### config.mk
export PLATFORM = sky130hd
export DESIGN_NAME = compare_skip_exec
export DESIGN_NICKNAME = d
export VERILOG_FILES = /design/src/inc/cmp_skip_pkg.sv /design/src/rtl/compare_skip_exec.sv
export VERILOG_INCLUDE_DIRS = /design/src /design/src/inc
export SDC_FILE = /design/constraint.sdc
export NUM_CORES = 1
export LEC_CHECK = 0
export ABC_AREA = 1
export BUFFER_PORTS_ARGS = -buffer_cell sky130_fd_sc_hd__buf_2
export CAP_MARGIN = 25
export CORE_ASPECT_RATIO = 0.8
export CORE_MARGIN = 1.5
export CORE_UTILIZATION = 35
export CTS_BUF_LIST = sky130_fd_sc_hd__clkbuf_8
export DETAILED_ROUTE_END_ITERATION = 10
export PLACE_DENSITY_LB_ADDON = 0.1
export SLEW_MARGIN = 20
export SYNTH_ARGS = -nofsm -noshare
export SYNTH_HDL_FRONTEND = slang
export SYNTH_SLANG_ARGS = --single-unit
### constraint.sdc
create_clock -name clk -period 5.9 [get_ports clk]
set_input_delay 0.59 -clock clk [delete_from_list [all_inputs] [get_ports clk]]
set_output_delay 0.59 -clock clk [all_outputs]
set_load 0.02 [all_outputs]
### src/inc/cmp_skip_params.svh
// Purpose: constants for the compare-and-skip execute unit
// Assumes: 16-bit program words, 8-bit data
// Notes: compare opcodes sit in the top seven bits of the word, the complement opcode in the top six
`ifndef CMP_SKIP_PARAMS_SVH
`define CMP_SKIP_PARAMS_SVH
`define OPC_HI_POS 15
`define OPC_LO_POS 9
`define OPC_CMP_EQ 7'h31
`define OPC_CMP_GT 7'h32
`define OPC_CMP_LT 7'h30
`define OPC_COMPLEMENT_FILE_REG_HI_POS 15
`define OPC_COMPLEMENT_FILE_REG_LO_POS 10
`define OPC_COMPLEMENT_FILE_REG 6'h07
`define DEST_POS 9
`define BANK_SEL_POS 8
`define ADDR_HI_POS 7
`define INDEXED_LIMIT 8'h5f
`define WORD_RESET 16'h0000
`define DATA_RESET 8'h00
`endif

### src/inc/cmp_skip_pkg.sv
// Purpose: types for the compare-and-skip execute unit
// Assumes: nothing
// Notes: phase and cycle kinds
package cmp_skip_pkg;
    typedef enum logic [1:0] {
        PH_Q1 = 2'b00,
        PH_Q2 = 2'b01,
        PH_Q3 = 2'b10,
        PH_Q4 = 2'b11
    } phase_e;
    typedef enum logic [1:0] {
        ST_EXEC = 2'b00,
        ST_SKIP1 = 2'b01,
        ST_SKIP2 = 2'b10
    } state_e;
    typedef struct packed {
        logic rdReq;
        logic wrReq;
        logic wrToWorking;
        logic useBankSel;
        logic indexed;
        logic [7:0] addr;
    } mem_req_s;
endpackage

### src/rtl/compare_skip_exec.sv
// Purpose: decode and execute of the compare-and-skip and complement ops
// Assumes: instrWord holds the fetched word, latched at Q4; nextTwoWord flags a two-word follower
// Notes: one instruction cycle is four clocks, Q1 to Q4
`timescale 1ns/100ps
`include "cmp_skip_params.svh"
module compare_skip_exec (
    input wire logic clk,
    input wire logic arst_n,
    input wire logic [15:0] instrWord,
    input wire logic nextTwoWord,
    input wire logic extendedSet,
    input wire logic [7:0] fileData,
    input wire logic [7:0] workingReg,
    output logic [1:0] phase,
    output cmp_skip_pkg::mem_req_s memReq,
    output logic [7:0] writeData,
    output logic nopCycle,
    output logic advancePc,
    output logic decodeStrobe
);
    cmp_skip_pkg::phase_e phase_q, phase_d;
    cmp_skip_pkg::state_e state_q, state_d;
    cmp_skip_pkg::mem_req_s memReq_q, memReq_d;
    logic [7:0] operand_q, writeData_q, writeData_d;
    logic nop_q, nop_d, adv_q, adv_d, dec_q, dec_d, skipTwo_q;
    logic [15:0] word_q;

    function automatic logic is_op(input logic [15:0] w, input logic [6:0] op);
        is_op = (w[`OPC_HI_POS:`OPC_LO_POS] == op);
    endfunction

    ////////////////////////////////////////////////////////////////////////
    // decode of the latched word
    // equal opcode
    wire logic isEq = is_op(word_q, `OPC_CMP_EQ);
    wire logic isGt = is_op(word_q, `OPC_CMP_GT);
    wire logic isLt = is_op(word_q, `OPC_CMP_LT);
    wire logic isCmp = isEq | isGt | isLt;
    wire logic isComf = (word_q[`OPC_COMPLEMENT_FILE_REG_HI_POS:`OPC_COMPLEMENT_FILE_REG_LO_POS] == `OPC_COMPLEMENT_FILE_REG);
    wire logic [7:0] fAddr = word_q[`ADDR_HI_POS:0];
    wire logic bankBit = word_q[`BANK_SEL_POS];
    wire logic useBsr = bankBit;
    wire logic indexed = !bankBit && extendedSet && (fAddr <= `INDEXED_LIMIT);
    // unsigned subtract, only borrow and zero are used
    wire logic [8:0] diff = {1'b0, operand_q} - {1'b0, workingReg};
    wire logic equal = (diff[7:0] == 8'h00);
    wire logic less = diff[8];
    wire logic greater = !less && !equal;
    wire logic skipHit = (isEq && equal) || (isGt && greater) || (isLt && less);
    wire logic inExec = (state_q == cmp_skip_pkg::ST_EXEC);
    // next cycle is a skip: no-operation, no decode
    wire logic atQ4 = (phase_q == cmp_skip_pkg::PH_Q4);
    wire logic nextSkip = (state_d != cmp_skip_pkg::ST_EXEC);

    ////////////////////////////////////////////////////////////////////////
    // phase and cycle sequencing
    always_comb begin
        phase_d = cmp_skip_pkg::phase_e'(phase_q + 2'h1);
        state_d = state_q;
        if (phase_q == cmp_skip_pkg::PH_Q4) begin
            case (state_q)
                cmp_skip_pkg::ST_EXEC: begin
                    if (isCmp && skipHit) begin
                        state_d = cmp_skip_pkg::ST_SKIP1;
                    end
                end
                // second idle cycle for a two-word follower
                cmp_skip_pkg::ST_SKIP1: begin
                    state_d = skipTwo_q ? cmp_skip_pkg::ST_SKIP2 : cmp_skip_pkg::ST_EXEC;
                end
                cmp_skip_pkg::ST_SKIP2: begin
                    state_d = cmp_skip_pkg::ST_EXEC;
                end
                default: begin
                    state_d = cmp_skip_pkg::ST_EXEC;
                end
            endcase
        end
    end

    ////////////////////////////////////////////////////////////////////////
    // per-phase activity
    always_comb begin
        memReq_d = '0;
        writeData_d = writeData_q;
        nop_d = atQ4 ? nextSkip : !inExec;
        adv_d = 1'b0;
        dec_d = 1'b0;
        // skip cycles make no memory request in any phase, but still pulse the pc advance
        if (inExec) begin
            memReq_d.addr = fAddr;
            memReq_d.useBankSel = useBsr;
            memReq_d.indexed = indexed;
            memReq_d.rdReq = (phase_q == cmp_skip_pkg::PH_Q1) && (isCmp || isComf);
            if (isComf && phase_q == cmp_skip_pkg::PH_Q3) begin
                memReq_d.wrReq = 1'b1;
                memReq_d.wrToWorking = !word_q[`DEST_POS];
                writeData_d = ~operand_q;
            end
        end
        adv_d = (phase_q == cmp_skip_pkg::PH_Q3);
        // decode pulse only when an execute cycle follows
        dec_d = atQ4 && !nextSkip;
    end

    always_ff @(posedge clk or negedge arst_n) begin
        if (!arst_n) begin
            phase_q <= cmp_skip_pkg::PH_Q1;
            state_q <= cmp_skip_pkg::ST_EXEC;
            word_q <= `WORD_RESET;
            operand_q <= `DATA_RESET;
            skipTwo_q <= 1'b0;
        end else begin
            phase_q <= phase_d;
            state_q <= state_d;
            if (phase_q == cmp_skip_pkg::PH_Q4 && state_d == cmp_skip_pkg::ST_EXEC) begin
                word_q <= instrWord;
            end
            if (phase_q == cmp_skip_pkg::PH_Q2) begin
                operand_q <= fileData;
            end
            if (phase_q == cmp_skip_pkg::PH_Q4 && inExec) begin
                skipTwo_q <= nextTwoWord;
            end
        end
    end

    always_ff @(posedge clk or negedge arst_n) begin
        if (!arst_n) begin
            memReq_q <= '0;
            writeData_q <= `DATA_RESET;
            nop_q <= 1'b0;
            adv_q <= 1'b0;
            dec_q <= 1'b0;
        end else begin
            memReq_q <= memReq_d;
            writeData_q <= writeData_d;
            nop_q <= nop_d;
            adv_q <= adv_d;
            dec_q <= dec_d;
        end
    end

    assign phase = phase_q;
    assign memReq = memReq_q;
    assign writeData = writeData_q;
    assign nopCycle = nop_q;
    assign advancePc = adv_q;
    assign decodeStrobe = dec_q;
endmodule

Word level (Yosys, flattened, before mapping)
Cells that the tools add are included.
{"block": "totals", "ff_bits": 53, "latchBits": 0, "mem_bits_rw": 0, "rom_bits": 0, "in_bits": 36, "output_inout_bits": 26, "word_cells": 63, "mem_count": 0}
{"block": "classes", "n_addsub": 2, "mul": 0, "div_mod_pow": 0, "order_cmp": 1, "eq_ne": 8, "n_shift": 0, "mux": 7, "bitwise": 3, "n_reduce_logical": 27}
{"op": "$eq 7x6->1 const B", "count": 3}
{"op": "$mux 13", "count": 1}
{"op": "$logic_and 1x1->1", "count": 12}
{"op": "$sub 8x8->9", "count": 1}
{"op": "$le 8x7->1 const B", "count": 1}
{"op": "$logic_not 8->1", "count": 1}
{"op": "$mux 2", "count": 4}
{"op": "$not 8->8", "count": 1}
{"op": "$eq 6x3->1 const B", "count": 1}
{"op": "$logic_not 1->1", "count": 6}
{"op": "$logic_not 2->1", "count": 3}
{"op": "$eq 2x1->1 const B", "count": 2}
{"op": "$eq 2x2->1 const B", "count": 2}
{"op": "$pmux 2 s2", "count": 1}
{"op": "$logic_or 1x1->1", "count": 3}
{"op": "$add 2x1->2 const B", "count": 1}
{"op": "$or 1x1->1", "count": 2}
{"op": "$reduce_and 2->1", "count": 1}
{"op": "$reduce_bool 2->1", "count": 1}
{"op": "$mux 1", "count": 1}

Logic depth before layout (Yosys ltp)
Gate-level depths: netlist of the first run.
{"block": "logic_depth", "depth_word": 14, "depth_mapped": 19}

Least setup slack after synthesis of the first run
Ideal clock, no wire load.
{"block": "synth_path", "kind": "in2reg", "start": "input port workingReg[2]", "end": "register word_q[10]", "arrival_ns": 2.145, "slack_ns": 3.638, "cell_stages": 16, "path_cell_list": "inv_1 > ha_1 > or2_4 > nand3_2 > nand2_1 > nand2_1 > nand2_1 > nor2_2 > nand3_1 > nand2_1 > nand3_2 > nand2_4 > nand2_4 > buf_12 > nand2_2 > nand2_1"}
{"block": "synth_via", "elab_chain_cells": 13, "word_cells_on_any_way": 16}
{"element": "from (decl)", "line_no": "compare_skip_exec.sv:13", "rtl": "input wire logic [7:0] workingReg,"}
{"element": "$sub 8x8->9 (*)", "line_no": "compare_skip_exec.sv:45", "rtl": "wire logic [8:0] diff = {1'b0, operand_q} - {1'b0, workingReg};"}
{"element": "$logic_not 8->1", "line_no": "compare_skip_exec.sv:46", "rtl": "wire logic equal = (diff[7:0] == 8'h00);"}
{"element": "$logic_not 1->1", "line_no": "compare_skip_exec.sv:48", "rtl": "wire logic greater = !less && !equal;"}
{"element": "$logic_and 1x1->1", "line_no": "compare_skip_exec.sv:48"}
{"element": "$logic_and 1x1->1", "line_no": "compare_skip_exec.sv:49", "rtl": "wire logic skipHit = (isEq && equal) || (isGt && greater) || (isLt && less);"}
{"element": "$logic_or 1x1->1", "line_no": "compare_skip_exec.sv:49"}
{"element": "$logic_or 1x1->1 (*)", "line_no": "compare_skip_exec.sv:49"}
{"element": "$logic_and 1x1->1 (*)", "line_no": "compare_skip_exec.sv:63", "rtl": "if (isCmp && skipHit) begin"}
{"element": "$mux 2 (*)", "line_no": "compare_skip_exec.sv:63"}
{"element": "$pmux 2 s2 (*)", "line_no": "compare_skip_exec.sv:61", "rtl": "case (state_q)"}
{"element": "$mux 2 (*)", "line_no": "compare_skip_exec.sv:60", "rtl": "if (phase_q == cmp_skip_pkg::PH_Q4) begin"}
{"element": "$logic_not 2->1 (*)", "line_no": "compare_skip_exec.sv:116", "rtl": "if (phase_q == cmp_skip_pkg::PH_Q4 && state_d == cmp_skip_pkg::ST_EXEC) begin"}
{"element": "$logic_and 1x1->1 (*)", "line_no": "compare_skip_exec.sv:116"}
{"element": "to (signal assigned)", "line_no": "compare_skip_exec.sv:110", "rtl": "word_q <= `WORD_RESET;"}
{"element": "to (signal assigned)", "line_no": "compare_skip_exec.sv:117", "rtl": "word_q <= instrWord;"}
{"element": "to (decl)", "line_no": "compare_skip_exec.sv:26", "rtl": "logic [15:0] word_q;"}
Mark *: on every way between the ends. The rest lies on a longest branch, timed or not.
A chain may end at the register's enable or synchronous reset.

Worst setup path in the final report of the first run
{"block": "layout_path", "start": "input port workingReg[6]", "end": "register nop_q (netlist: nopCycle)"}
{"block": "layout_via", "elab_chain_cells": 13, "word_cells_on_any_way": 16}
{"element": "$sub 8x8->9 (*)", "line_no": "compare_skip_exec.sv:45"}
{"element": "$logic_not 8->1", "line_no": "compare_skip_exec.sv:46"}
{"element": "$logic_not 1->1", "line_no": "compare_skip_exec.sv:48"}
{"element": "$logic_and 1x1->1", "line_no": "compare_skip_exec.sv:48"}
{"element": "$logic_and 1x1->1", "line_no": "compare_skip_exec.sv:49"}
{"element": "$logic_or 1x1->1", "line_no": "compare_skip_exec.sv:49"}
{"element": "$logic_or 1x1->1 (*)", "line_no": "compare_skip_exec.sv:49"}
{"element": "$logic_and 1x1->1 (*)", "line_no": "compare_skip_exec.sv:63"}
{"element": "$mux 2 (*)", "line_no": "compare_skip_exec.sv:63"}
{"element": "$pmux 2 s2 (*)", "line_no": "compare_skip_exec.sv:61"}
{"element": "$mux 2 (*)", "line_no": "compare_skip_exec.sv:60"}
{"element": "$reduce_bool 2->1 (*)", "line_no": "compare_skip_exec.sv:53", "rtl": "wire logic nextSkip = (state_d != cmp_skip_pkg::ST_EXEC);"}
{"element": "$mux 1 (*)", "line_no": "compare_skip_exec.sv:86", "rtl": "nop_d = atQ4 ? nextSkip : !inExec;"}
{"element": "via nop_d", "line_no": "compare_skip_exec.sv:25", "rtl": "logic nop_q, nop_d, adv_q, adv_d, dec_q, dec_d, skipTwo_q;"}
{"element": "to (signal assigned)", "line_no": "compare_skip_exec.sv:138", "rtl": "nop_q <= nop_d;"}
{"element": "to (decl)", "line_no": "compare_skip_exec.sv:25"}
Mark *: on every way through the listed nets, which the timed path passes. The rest lies on a longest branch.

==> results of run 1 <==
==> flip-flops by register name, summed over array words and instances (netlist names) <==
signal	flops
decodeStrobe	1
memReq	13
writeData	8
state_q	2
nopCycle	1
advancePc	1
skipTwo_q	1
operand_q	8
phase	2
word_q	16
==> through the flow <==
step / power (mW) / worst slack [ps]
after floorplan: 0.456 / 3640
after detailed placement: 0.494 / 3280
after global routing: 0.763 / 3320
after global placement: 0.493 / 3320
final: 0.721 / 3600
after CTS: 0.733 / 3590
==> per-layer routing <==
metal	routed length (um)	part of all wire [%]	vias up	global-route usage, %
li1	-	-	1069	-
met1	2820	54	902	21.2
met2	2100	40	45	20.8
met3	274	5.3	2	3.15
met4	24	0.46	0	2.96
met5	0	0	-	0
==> how the worst min path moves through the flow <==
stage / startpoint / end / slack (ps) / cells past startpoint
global placement: operand_q[0] / writeData[0] / 440 / 1
floorplan: arst_n / advancePc / 290 / 0
detailed placement: operand_q[0] / writeData[0] / 450 / 1
finish: arst_n / writeData[4] / 400 / 2
global route: arst_n / phase[0] / 460 / 2
CTS: arst_n / memReq[3] / 440 / 2
==> cell usage in the layout, fill, tap and decap left out <==
cell,synthesis,layout
nand4_1,3,3
mux2_2,7,7
bufinv_16,0,1
buf_2,0,61
buf_4,1,1
nand2_2,10,10
a31oi_1,1,1
or2_4,1,1
nand2_1,72,72
ha_1,12,12
nor2_1,24,24
inv_1,50,50
nor4_2,1,1
a21oi_1,7,7
nand3b_1,1,1
clkinv_2,0,1
clkbuf_8,0,5
nor3_1,2,2
nand3_1,30,30
nand2_4,2,2
o21ai_0,11,11
o22ai_1,1,1
nor2_2,1,1
dfrtp_1,53,53
nand3_2,2,2
a211oi_1,1,1
o21a_1,1,1
clkinv_1,1,1
nor4_1,1,1
==> cells by family after synthesis <==
logic type | after synthesis
compound gates | 22
fa+ha+maj | 12
buf+inv | 57
flops | 53
mux | 7
simple gates | 150
==> power breakdown <==
group          total, mW  internal [mW]  switching, mW
Clock              0.235          0.123          0.112
Combinational     0.0983         0.0390         0.0594
Sequential         0.387          0.378        0.00928
==> final cells by class <==
class | instances | area (um2)
clock buffer | 5 | 68.8
clock inverter | 2 | 35.0
fill | 751 | 3950
inverter | 51 | 191
multi-input combinational | 191 | 1030
sequential | 53 | 1330
tap | 87 | 109
timing repair buffer | 62 | 313
==> flow_summary.json, run 1 <==
{
  "path_class": "input port to flop",
  "grt_overflow_total": 0,
  "synth.area.top_cells": "dfrtp_1, nand2_1, inv_1, ha_1, nand3_1",
  "cts.sinks": 53,
  "grt_start_max_net_pins": 54,
  "yosysTopAreaCell": "dfrtp_1",
  "reg2reg_depth": 14,
  "core_region_area_um2": 7030,
  "powerDensity_nw_per_um2": 234,
  "die_height_um": 80.0,
  "die-area_um2": 7940,
  "hpwl_mm": 3.88,
  "drt_iter0_drc": 68,
  "detail-route-antenna-nets": 0,
  "dpl_cell_area_um2": 2970,
  "required_ps": 6130,
  "design_area_um2": 3080,
  "max-cap-violations": 0,
  "grt_pass1_vias": 1893,
  "drv_slew": 0,
  "yosys_warnings": 0,
  "ys.flop_type": "dfrtp_1",
  "worst-path-stages": 16,
  "clkSlewWorstSetupHoldPaths_ps": 90,
  "synth_top_family_by_area": "simple AND/OR/NAND/NOR gates",
  "numCtsBuffers": 5,
  "nets": 412,
  "cp.arrival_ps": 2530,
  "antenna_found_initial": 0,
  "r2r-end": "nopCycle",
  "clk_latency_ps": 300,
  "post_cts_resized": 0,
  "worstReg2RegStart": "operand_q[2]",
  "syn2layout_area_growth_pct": 18.6,
  "portBuffers": 61,
  "startpoint_type": "input port",
  "slowest_delay_ps": 360,
  "r2r_slack_ps": 3600,
  "routed_via_density": 4.47,
  "final-hold-violation-count": 0,
  "synth_nets": 349,
  "synth_compound_area_share_pct": 4.54,
  "final_cells": 451,
  "drive_gt1_share_pct": 25.5,
  "cts_setup_buffers": 0,
  "skew_ps": 9.25,
  "cp-endpoint": "nopCycle",
  "wl_mm": 5.22,
  "synth_fa_ha_area_share_pct": 5.79,
  "die_w_um": 99.2,
  "critPathMostFrequentCell": "nand2_1",
  "globalRouteTotalUtil_pct": 14.1,
  "synth_top_area_share_pct": 51.2,
  "leakage_nw": 1.74,
  "cts_hold_buf": 0,
  "fin_crit_ps": 2300,
  "wl_per_cell_um": 11.6,
  "setup-tns-final_ps": 0,
  "path_max_fanout": 18,
  "crit_chain": "buf_2, inv_1, ha_1, nand2_1, inv_1, a21oi_1, nand2_1, nand2_1, nand2_1, nor2_1, nand3_1, nand3_2, nand2_4, nand2_4, inv_1, nor2_1",
  "ys_ff_latch": 53,
  "synthArstFlopShare_pct": 100,
  "max_freq_mhz": 435,
  "yosysMostFrequentCell": "nand2_1",
  "synth-edff-count": 0,
  "cpLargestDelayFamily": "simple AND/OR/NAND/NOR gates",
  "dp.cells": 444,
  "htreeDepth": 2,
  "cp-end-kind": "flop",
  "syn_area_um2": 2590,
  "cts_tree": "done",
  "yosysSeqAreaShare_pct": 51.2,
  "synth_common_cells": "nand2_1, dfrtp_1, inv_1",
  "grt_setup_unrepaired": "false",
  "syn_inst": 301,
  "synth_area_per_cell_um2": 8.61,
  "worst_path_max_delay_cell": "ha_1",
  "fin_util_pct": 43.8,
  "timing.hold.ws_ps": 400,
  "clockRootBuffer": "clkbuf_8",
  "ios": 62,
  "yosys.area_share.simple_pct": 26.4,
  "first_pass_iters": 4,
  "worstMarginPinSlew_ps": 675,
  "ys_types": 27,
  "finalCritPeriodShare_pct": 39.0,
  "synth_xor_area_share_pct": 0,
  "holdCritPathClass": "input port to asynchronous set/reset pin",
  "num_vias": 2018,
  "start_util_pct": 36.9,
  "max_slew_margin_pct": 55.0,
  "crit_buf_inv": 4,
  "status": "finished clean",
  "setup_violations": 0,
  "ctsLongestPathBuffers": 2,
  "worstSetupStartpoint": "workingReg[6]",
  "muxShareOfSynthArea_pct": 3.04,
  "gp_congestion": 0.816,
  "rows": 27,
  "irDropWorstVdd_v": 0.0000881,
  "drc": 0,
  "n_antenna_cell": 0,
  "grt_pass1_wl_mm": 8.89
}
Power figures use the tool's default switching activity.
==> inputs of run 2 (changes only) <==
clock period = 2.2 ns   (was 5.9 ns; I/O delays follow)
==> run 2 against run 1 <==
Net effect:
- combinational power grew to 2.9 times the previous value
- sequential power grew to 2.7 times the previous value
- largest cell class unchanged
- register-to-register slack lost 3400 ps
- clock skew shrank 3.0 ps
- non-clock buffer count grew 6
==> flow_summary.json, run 2 (synthesized netlist as in run 1, its figures left out) <==
{
  "status": "finished clean",
  "drive_gt1_share_pct": 28.8,
  "cp-end-kind": "flop",
  "num_vias": 2037,
  "worst_path_max_delay_cell": "dfrtp_1",
  "path_max_fanout": 17,
  "fin_crit_ps": 2010,
  "final_cells": 458,
  "regMostFlops": "word_q",
  "wl_mm": 5.40,
  "core_region_area_um2": 7030,
  "reg2reg_depth": 14,
  "leakage_nw": 1.77,
  "worst_hold_path.endpoint": "operand_q[0]",
  "ctsLongestPathBuffers": 2,
  "worstSetupStartpoint": "operand_q[2]",
  "fin_util_pct": 45.7,
  "r2r-end": "word_q[10]",
  "ios": 62,
  "setup-tns-final_ps": 0,
  "max-cap-violations": 0,
  "total_power_mw": 1.89,
  "routed_via_density": 4.45,
  "clockRootBuffer": "clkbuf_8",
  "grt_pass1_wl_mm": 8.93,
  "htreeDepth": 2,
  "start_util_pct": 36.9,
  "grt_setup_unrepaired": "false",
  "largest_reg_flops": 16,
  "grt_start_max_net_pins": 27,
  "cts.sinks": 53,
  "r2r_slack_ps": 190,
  "n_antenna_cell": 0,
  "holdCritPathClass": "input port to flop",
  "crit_chain": "ha_4, or2_4, nand3_2, nand2_1, nand2_1, nand2_1, nor2_2, nand3_1, nand2_1, nand3_2, nand2_4, buf_12, nand3_1, nand2_1",
  "startpoint_type": "flop",
  "whs_path_depth": 3,
  "dpl_cell_area_um2": 3020,
  "drv_slew": 0,
  "irDropWorstVdd_v": 0.000243,
  "required_ps": 2440,
  "slowest_delay_ps": 430,
  "die_w_um": 99.2,
  "clkSlewWorstSetupHoldPaths_ps": 90,
  "rows": 27,
  "skew_ps": 6.26,
  "worstReg2RegStart": "operand_q[2]",
  "dp.cells": 449,
  "antenna_found_initial": 0,
  "sw_frac_of_total_pct": 26.6,
  "first_pass_iters": 4,
  "die_height_um": 80.0,
  "hold_start": "fileData[0]",
  "powerDensity_nw_per_um2": 588,
  "final-hold-violation-count": 0,
  "combinationalPowerShare_pct": 15.3,
  "design_area_um2": 3210,
  "wl_per_cell_um": 11.8,
  "p_int_mw": 1.39,
  "setup_ws_ps": 191,
  "detail-route-antenna-nets": 0,
  "portBuffers": 61,
  "nets": 419,
  "syn2layout_area_growth_pct": 24.0,
  "setup_violations": 0,
  "drc": 0,
  "clk_latency_ps": 300,
  "cp.arrival_ps": 2250,
  "timing.hold.ws_ps": 133,
  "drt_iter0_drc": 57,
  "max_slew_margin_pct": 67.1,
  "globalRouteTotalUtil_pct": 14.3,
  "cts_tree": "done",
  "worstMarginPinSlew_ps": 493,
  "finalCritPeriodShare_pct": 91.3,
  "grt_pass1_vias": 1876,
  "p_switching_mw": 0.502,
  "max_freq_mhz": 498,
  "path_class": "flop to flop",
  "p_seq_share_pct": 55.1,
  "clkPwrFrac_pct": 29.7,
  "hpwl_mm": 4.10,
  "mostFrequentLayoutCells": "nand2_1, buf_2, dfrtp_1",
  "die-area_um2": 7940,
  "dp_slack_ps": 70.5,
  "layout_commonest_cell": "nand2_1",
  "grt_overflow_total": 0,
  "numCtsBuffers": 5,
  "critPathMostFrequentCell": "nand2_1",
  "gp_congestion": 0.788
}
==> run 2: cell count changes in the layout (fill, tap and decap cells not counted), sizes merged <==
cell	before	now
nand2	84	85
dlygate4sd3	0	1
clkinv	2	1
buf	62	67
bufinv	1	0
clkbuf	5	6
clkinvlp	0	1
==> run 2: worst max-delay path by stage <==
| stage | endpoint | slack [ps] | cells past startpoint |
|---|---|---|---|
| after floorplan | word_q[10] | 190 | 15 |
| after global placement | word_q[2] | 120 | 14 |
| after detailed placement | word_q[4] | 70 | 14 |
| after CTS | word_q[4] | 50 | 14 |
| after global routing | word_q[9] | 10 | 14 |
| final | word_q[10] | 190 | 14 |
==> run 2: cell type report <==
| type | count | area (um2) |
|---|---|---|
| clock buffers | 6 | 82.6 |
| inverters | 51 | 191 |
| flip-flops and latches | 53 | 1330 |
| repair buffers | 68 | 373 |
| well taps | 87 | 109 |
| fillers | 729 | 3810 |
| multi-input cells | 192 | 1120 |
| clock inverters | 1 | 7.51 |
==> run 2: critical path, delay by kind of cell, from the launching register on <==
kind	cells	cell delay (ps)
adder cells (fa/ha/maj)	1	250
AND/OR/NAND/NOR	12	1120
buffers and inverters	1	160
flip-flops	1	430
==> run 2: power by group through the flow <==
stage          clock network (mW)  registers [mW]  logic [mW]
2_1_floorplan                   0            1.08       0.146
3_3_place_gp                    0            1.06       0.270
3_5_place_dp                    0            1.06       0.271
4_1_cts                     0.589            1.04       0.274
5_1_grt                     0.624            1.05       0.328
6_report                    0.560            1.04       0.289
==> run 2: repair_timing <==
item / CTS / global route
endpoints found under the setup margin: 0 / 19
hold buffers: 1 / 0
endpoints found under the hold margin: 11 / 0
setup buffers: 0 / 0
gates resized for setup: 0 / 11
==> run 2: metal layers <==
metal	global-route usage, %	share of wire, %
met3	3.33	4.7
met2	18.9	38
met4	3.80	0.63
met1	22.8	57
met5	0	0
==> inputs of run 3 (changes only) <==
CORE_UTILIZATION = 55   (was 35)
==> run 3 against run 2 <==
Net effect:
- critical path depth stayed put
- highest routed layer unchanged
- sequential power about the same
- via count rose by 3.3%
- final cell count down 6.1%
- core utilization grew 24 points
- first-iteration DRC count grew 140%
- register-to-register slack lost 40 ps
- design area shrank 1.6%
- maximum frequency fell by 1.9%
- sequential share of layout area increased by 0.65 points
- routed wire length fell by 2.9%
- clock power fell by 5.2%
==> flow_summary.json, run 3 (synthesized netlist as in run 1, its figures left out) <==
{
  "status": "finished clean",
  "irDropWorstVdd_v": 0.000412,
  "largest_reg_flops": 16,
  "globalRouteTotalUtil_pct": 22.3,
  "cp-endpoint": "word_q[11]",
  "first_pass_iters": 4,
  "cts_tree": "done",
  "fin_util_pct": 69.2,
  "antenna_found_initial": 0,
  "cp.arrival_ps": 2240,
  "cts.sinks": 53,
  "startpoint_type": "flop",
  "rows": 22,
  "die-area_um2": 5140,
  "path_class": "flop to flop",
  "gp_congestion": 0.808,
  "clk_latency_ps": 300,
  "worst_path_max_delay_cell": "dfrtp_1",
  "n_antenna_cell": 0,
  "max_slew_margin_pct": 70.8,
  "num_vias": 2104,
  "ios": 62,
  "final-hold-violation-count": 0,
  "ctsLongestPathBuffers": 2,
  "grt_pass1_wl_mm": 8.73,
  "grt_start_max_net_pins": 22,
  "htreeDepth": 2,
  "r2r_slack_ps": 150,
  "hpwl_mm": 3.96,
  "finalCritPeriodShare_pct": 93.1,
  "worstMarginPinSlew_ps": 437,
  "powerDensity_nw_per_um2": 589,
  "drt_iter0_drc": 137,
  "nFillCells": 387,
  "cp-end-kind": "flop",
  "r2r-end": "word_q[11]",
  "worstSetupStartpoint": "operand_q[5]",
  "drive_gt1_share_pct": 28.9,
  "die_height_um": 64.4,
  "drc": 0,
  "crit_buf_inv": 0,
  "setup-tns-final_ps": 0,
  "layout_commonest_cell": "nand2_1",
  "design_area_um2": 3160,
  "path_max_fanout": 17,
  "grt_pass1_vias": 1957,
  "core_region_area_um2": 4570,
  "critPathMostFrequentCell": "nand2_1",
  "dpl_cell_area_um2": 2960,
  "start_util_pct": 56.7,
  "grt_overflow_total": 0,
  "routed_via_density": 4.89,
  "setup_ws_ps": 151,
  "detail-route-antenna-nets": 0,
  "slowest_delay_ps": 440,
  "cpLargestDelayFamily": "simple AND/OR/NAND/NOR gates",
  "wl_mm": 5.24,
  "timing.hold.ws_ps": 123,
  "required_ps": 2390,
  "fin_crit_ps": 2050,
  "reg2reg_depth": 14,
  "worst-path-stages": 14,
  "dp_slack_ps": 53.5,
  "mostFrequentLayoutCells": "nand2_1, buf_2, dfrtp_1",
  "drv_slew": 0,
  "wl_per_cell_um": 12.2,
  "skew_ps": 4.38,
  "max_freq_mhz": 488,
  "worstReg2RegStart": "operand_q[5]",
  "portBuffers": 61,
  "syn2layout_area_growth_pct": 22.1,
  "crit_chain": "ha_4, nand2_1, nor2_1, nand2_1, nand4_1, nand2_1, nor2_2, nand3_1, nand2_1, nand3_2, nand2_4, nand2_8, nand2_2, nand2_1",
  "holdCritPathClass": "input port to flop",
  "clockRootBuffer": "clkbuf_8",
  "numCtsBuffers": 5,
  "max-cap-violations": 0,
  "clkSlewWorstSetupHoldPaths_ps": 90,
  "setup_violations": 0,
  "regMostFlops": "word_q",
  "leakage_nw": 1.76,
  "die_w_um": 79.8,
  "nets": 417
}
run 3: stage by stage:
stage          instances  total power, mW
2_1_floorplan        301             1.22
3_3_place_gp         420             1.32
3_5_place_dp         420             1.33
4_1_cts              429             1.86
5_1_grt              430             1.98
6_report             430             1.86
run 3: metal layers:
| layer | wire length, um | GRT usage, % |
|---|---|---|
| met3 | 264 | 4.57 |
| met2 | 2340 | 32.8 |
| met5 | 0 | 0 |
| met1 | 2600 | 33.4 |
| met4 | 29 | 5.82 |
run 3: worst reg2reg max path: stages (launching register included):
cell and delay [ps]:
dfrtp_1 440, ha_4 320, nand2_1 80, nor2_1 110, nand2_1 90, nand4_1 80
nand2_1 80, nor2_2 100, nand3_1 80, nand2_1 70, nand3_2 80, nand2_4 130
nand2_8 130, nand2_2 90, nand2_1 50
run 3: layout make-up:
cell class	instances	area, um2	share of cell area, %
Timing Repair Buffer	67	360	11.4
Multi-Input combinational cell	191	1120	35.5
Tap cell	60	75.1	2.37
Clock inverter	3	17.5	0.554
Sequential cell	53	1330	41.9
Clock buffer	5	68.8	2.17
Inverter	51	191	6.05
run 3: where the power goes:
part / leakage, nW / internal [mW] / total [mW] / switching, mW
clock network: 0.0497 / 0.223 / 0.531 / 0.308
registers: 0.655 / 1.01 / 1.04 / 0.0281
logic: 1.06 / 0.124 / 0.291 / 0.168
total: 1.76 / 1.36 / 1.86 / 0.504
run 3: how the worst min path moves through the flow:
stage | start | endpoint | depth (start not counted)
floorplan | arst_n | advancePc | 0
detailed placement | arst_n | phase[0] | 1
global route | instrWord[5] | word_q[5] | 3
global placement | arst_n | phase[0] | 1
CTS | fileData[0] | operand_q[0] | 3
finish | fileData[0] | operand_q[0] | 3
run 3: repair_timing:
action / CTS / global route
resized for setup: 0 / 15
buffers inserted: 0 / 1
hold endpoints to repair: 16 / 0
endpoints found under the setup margin: 0 / 18
hold buffers: 1 / 0
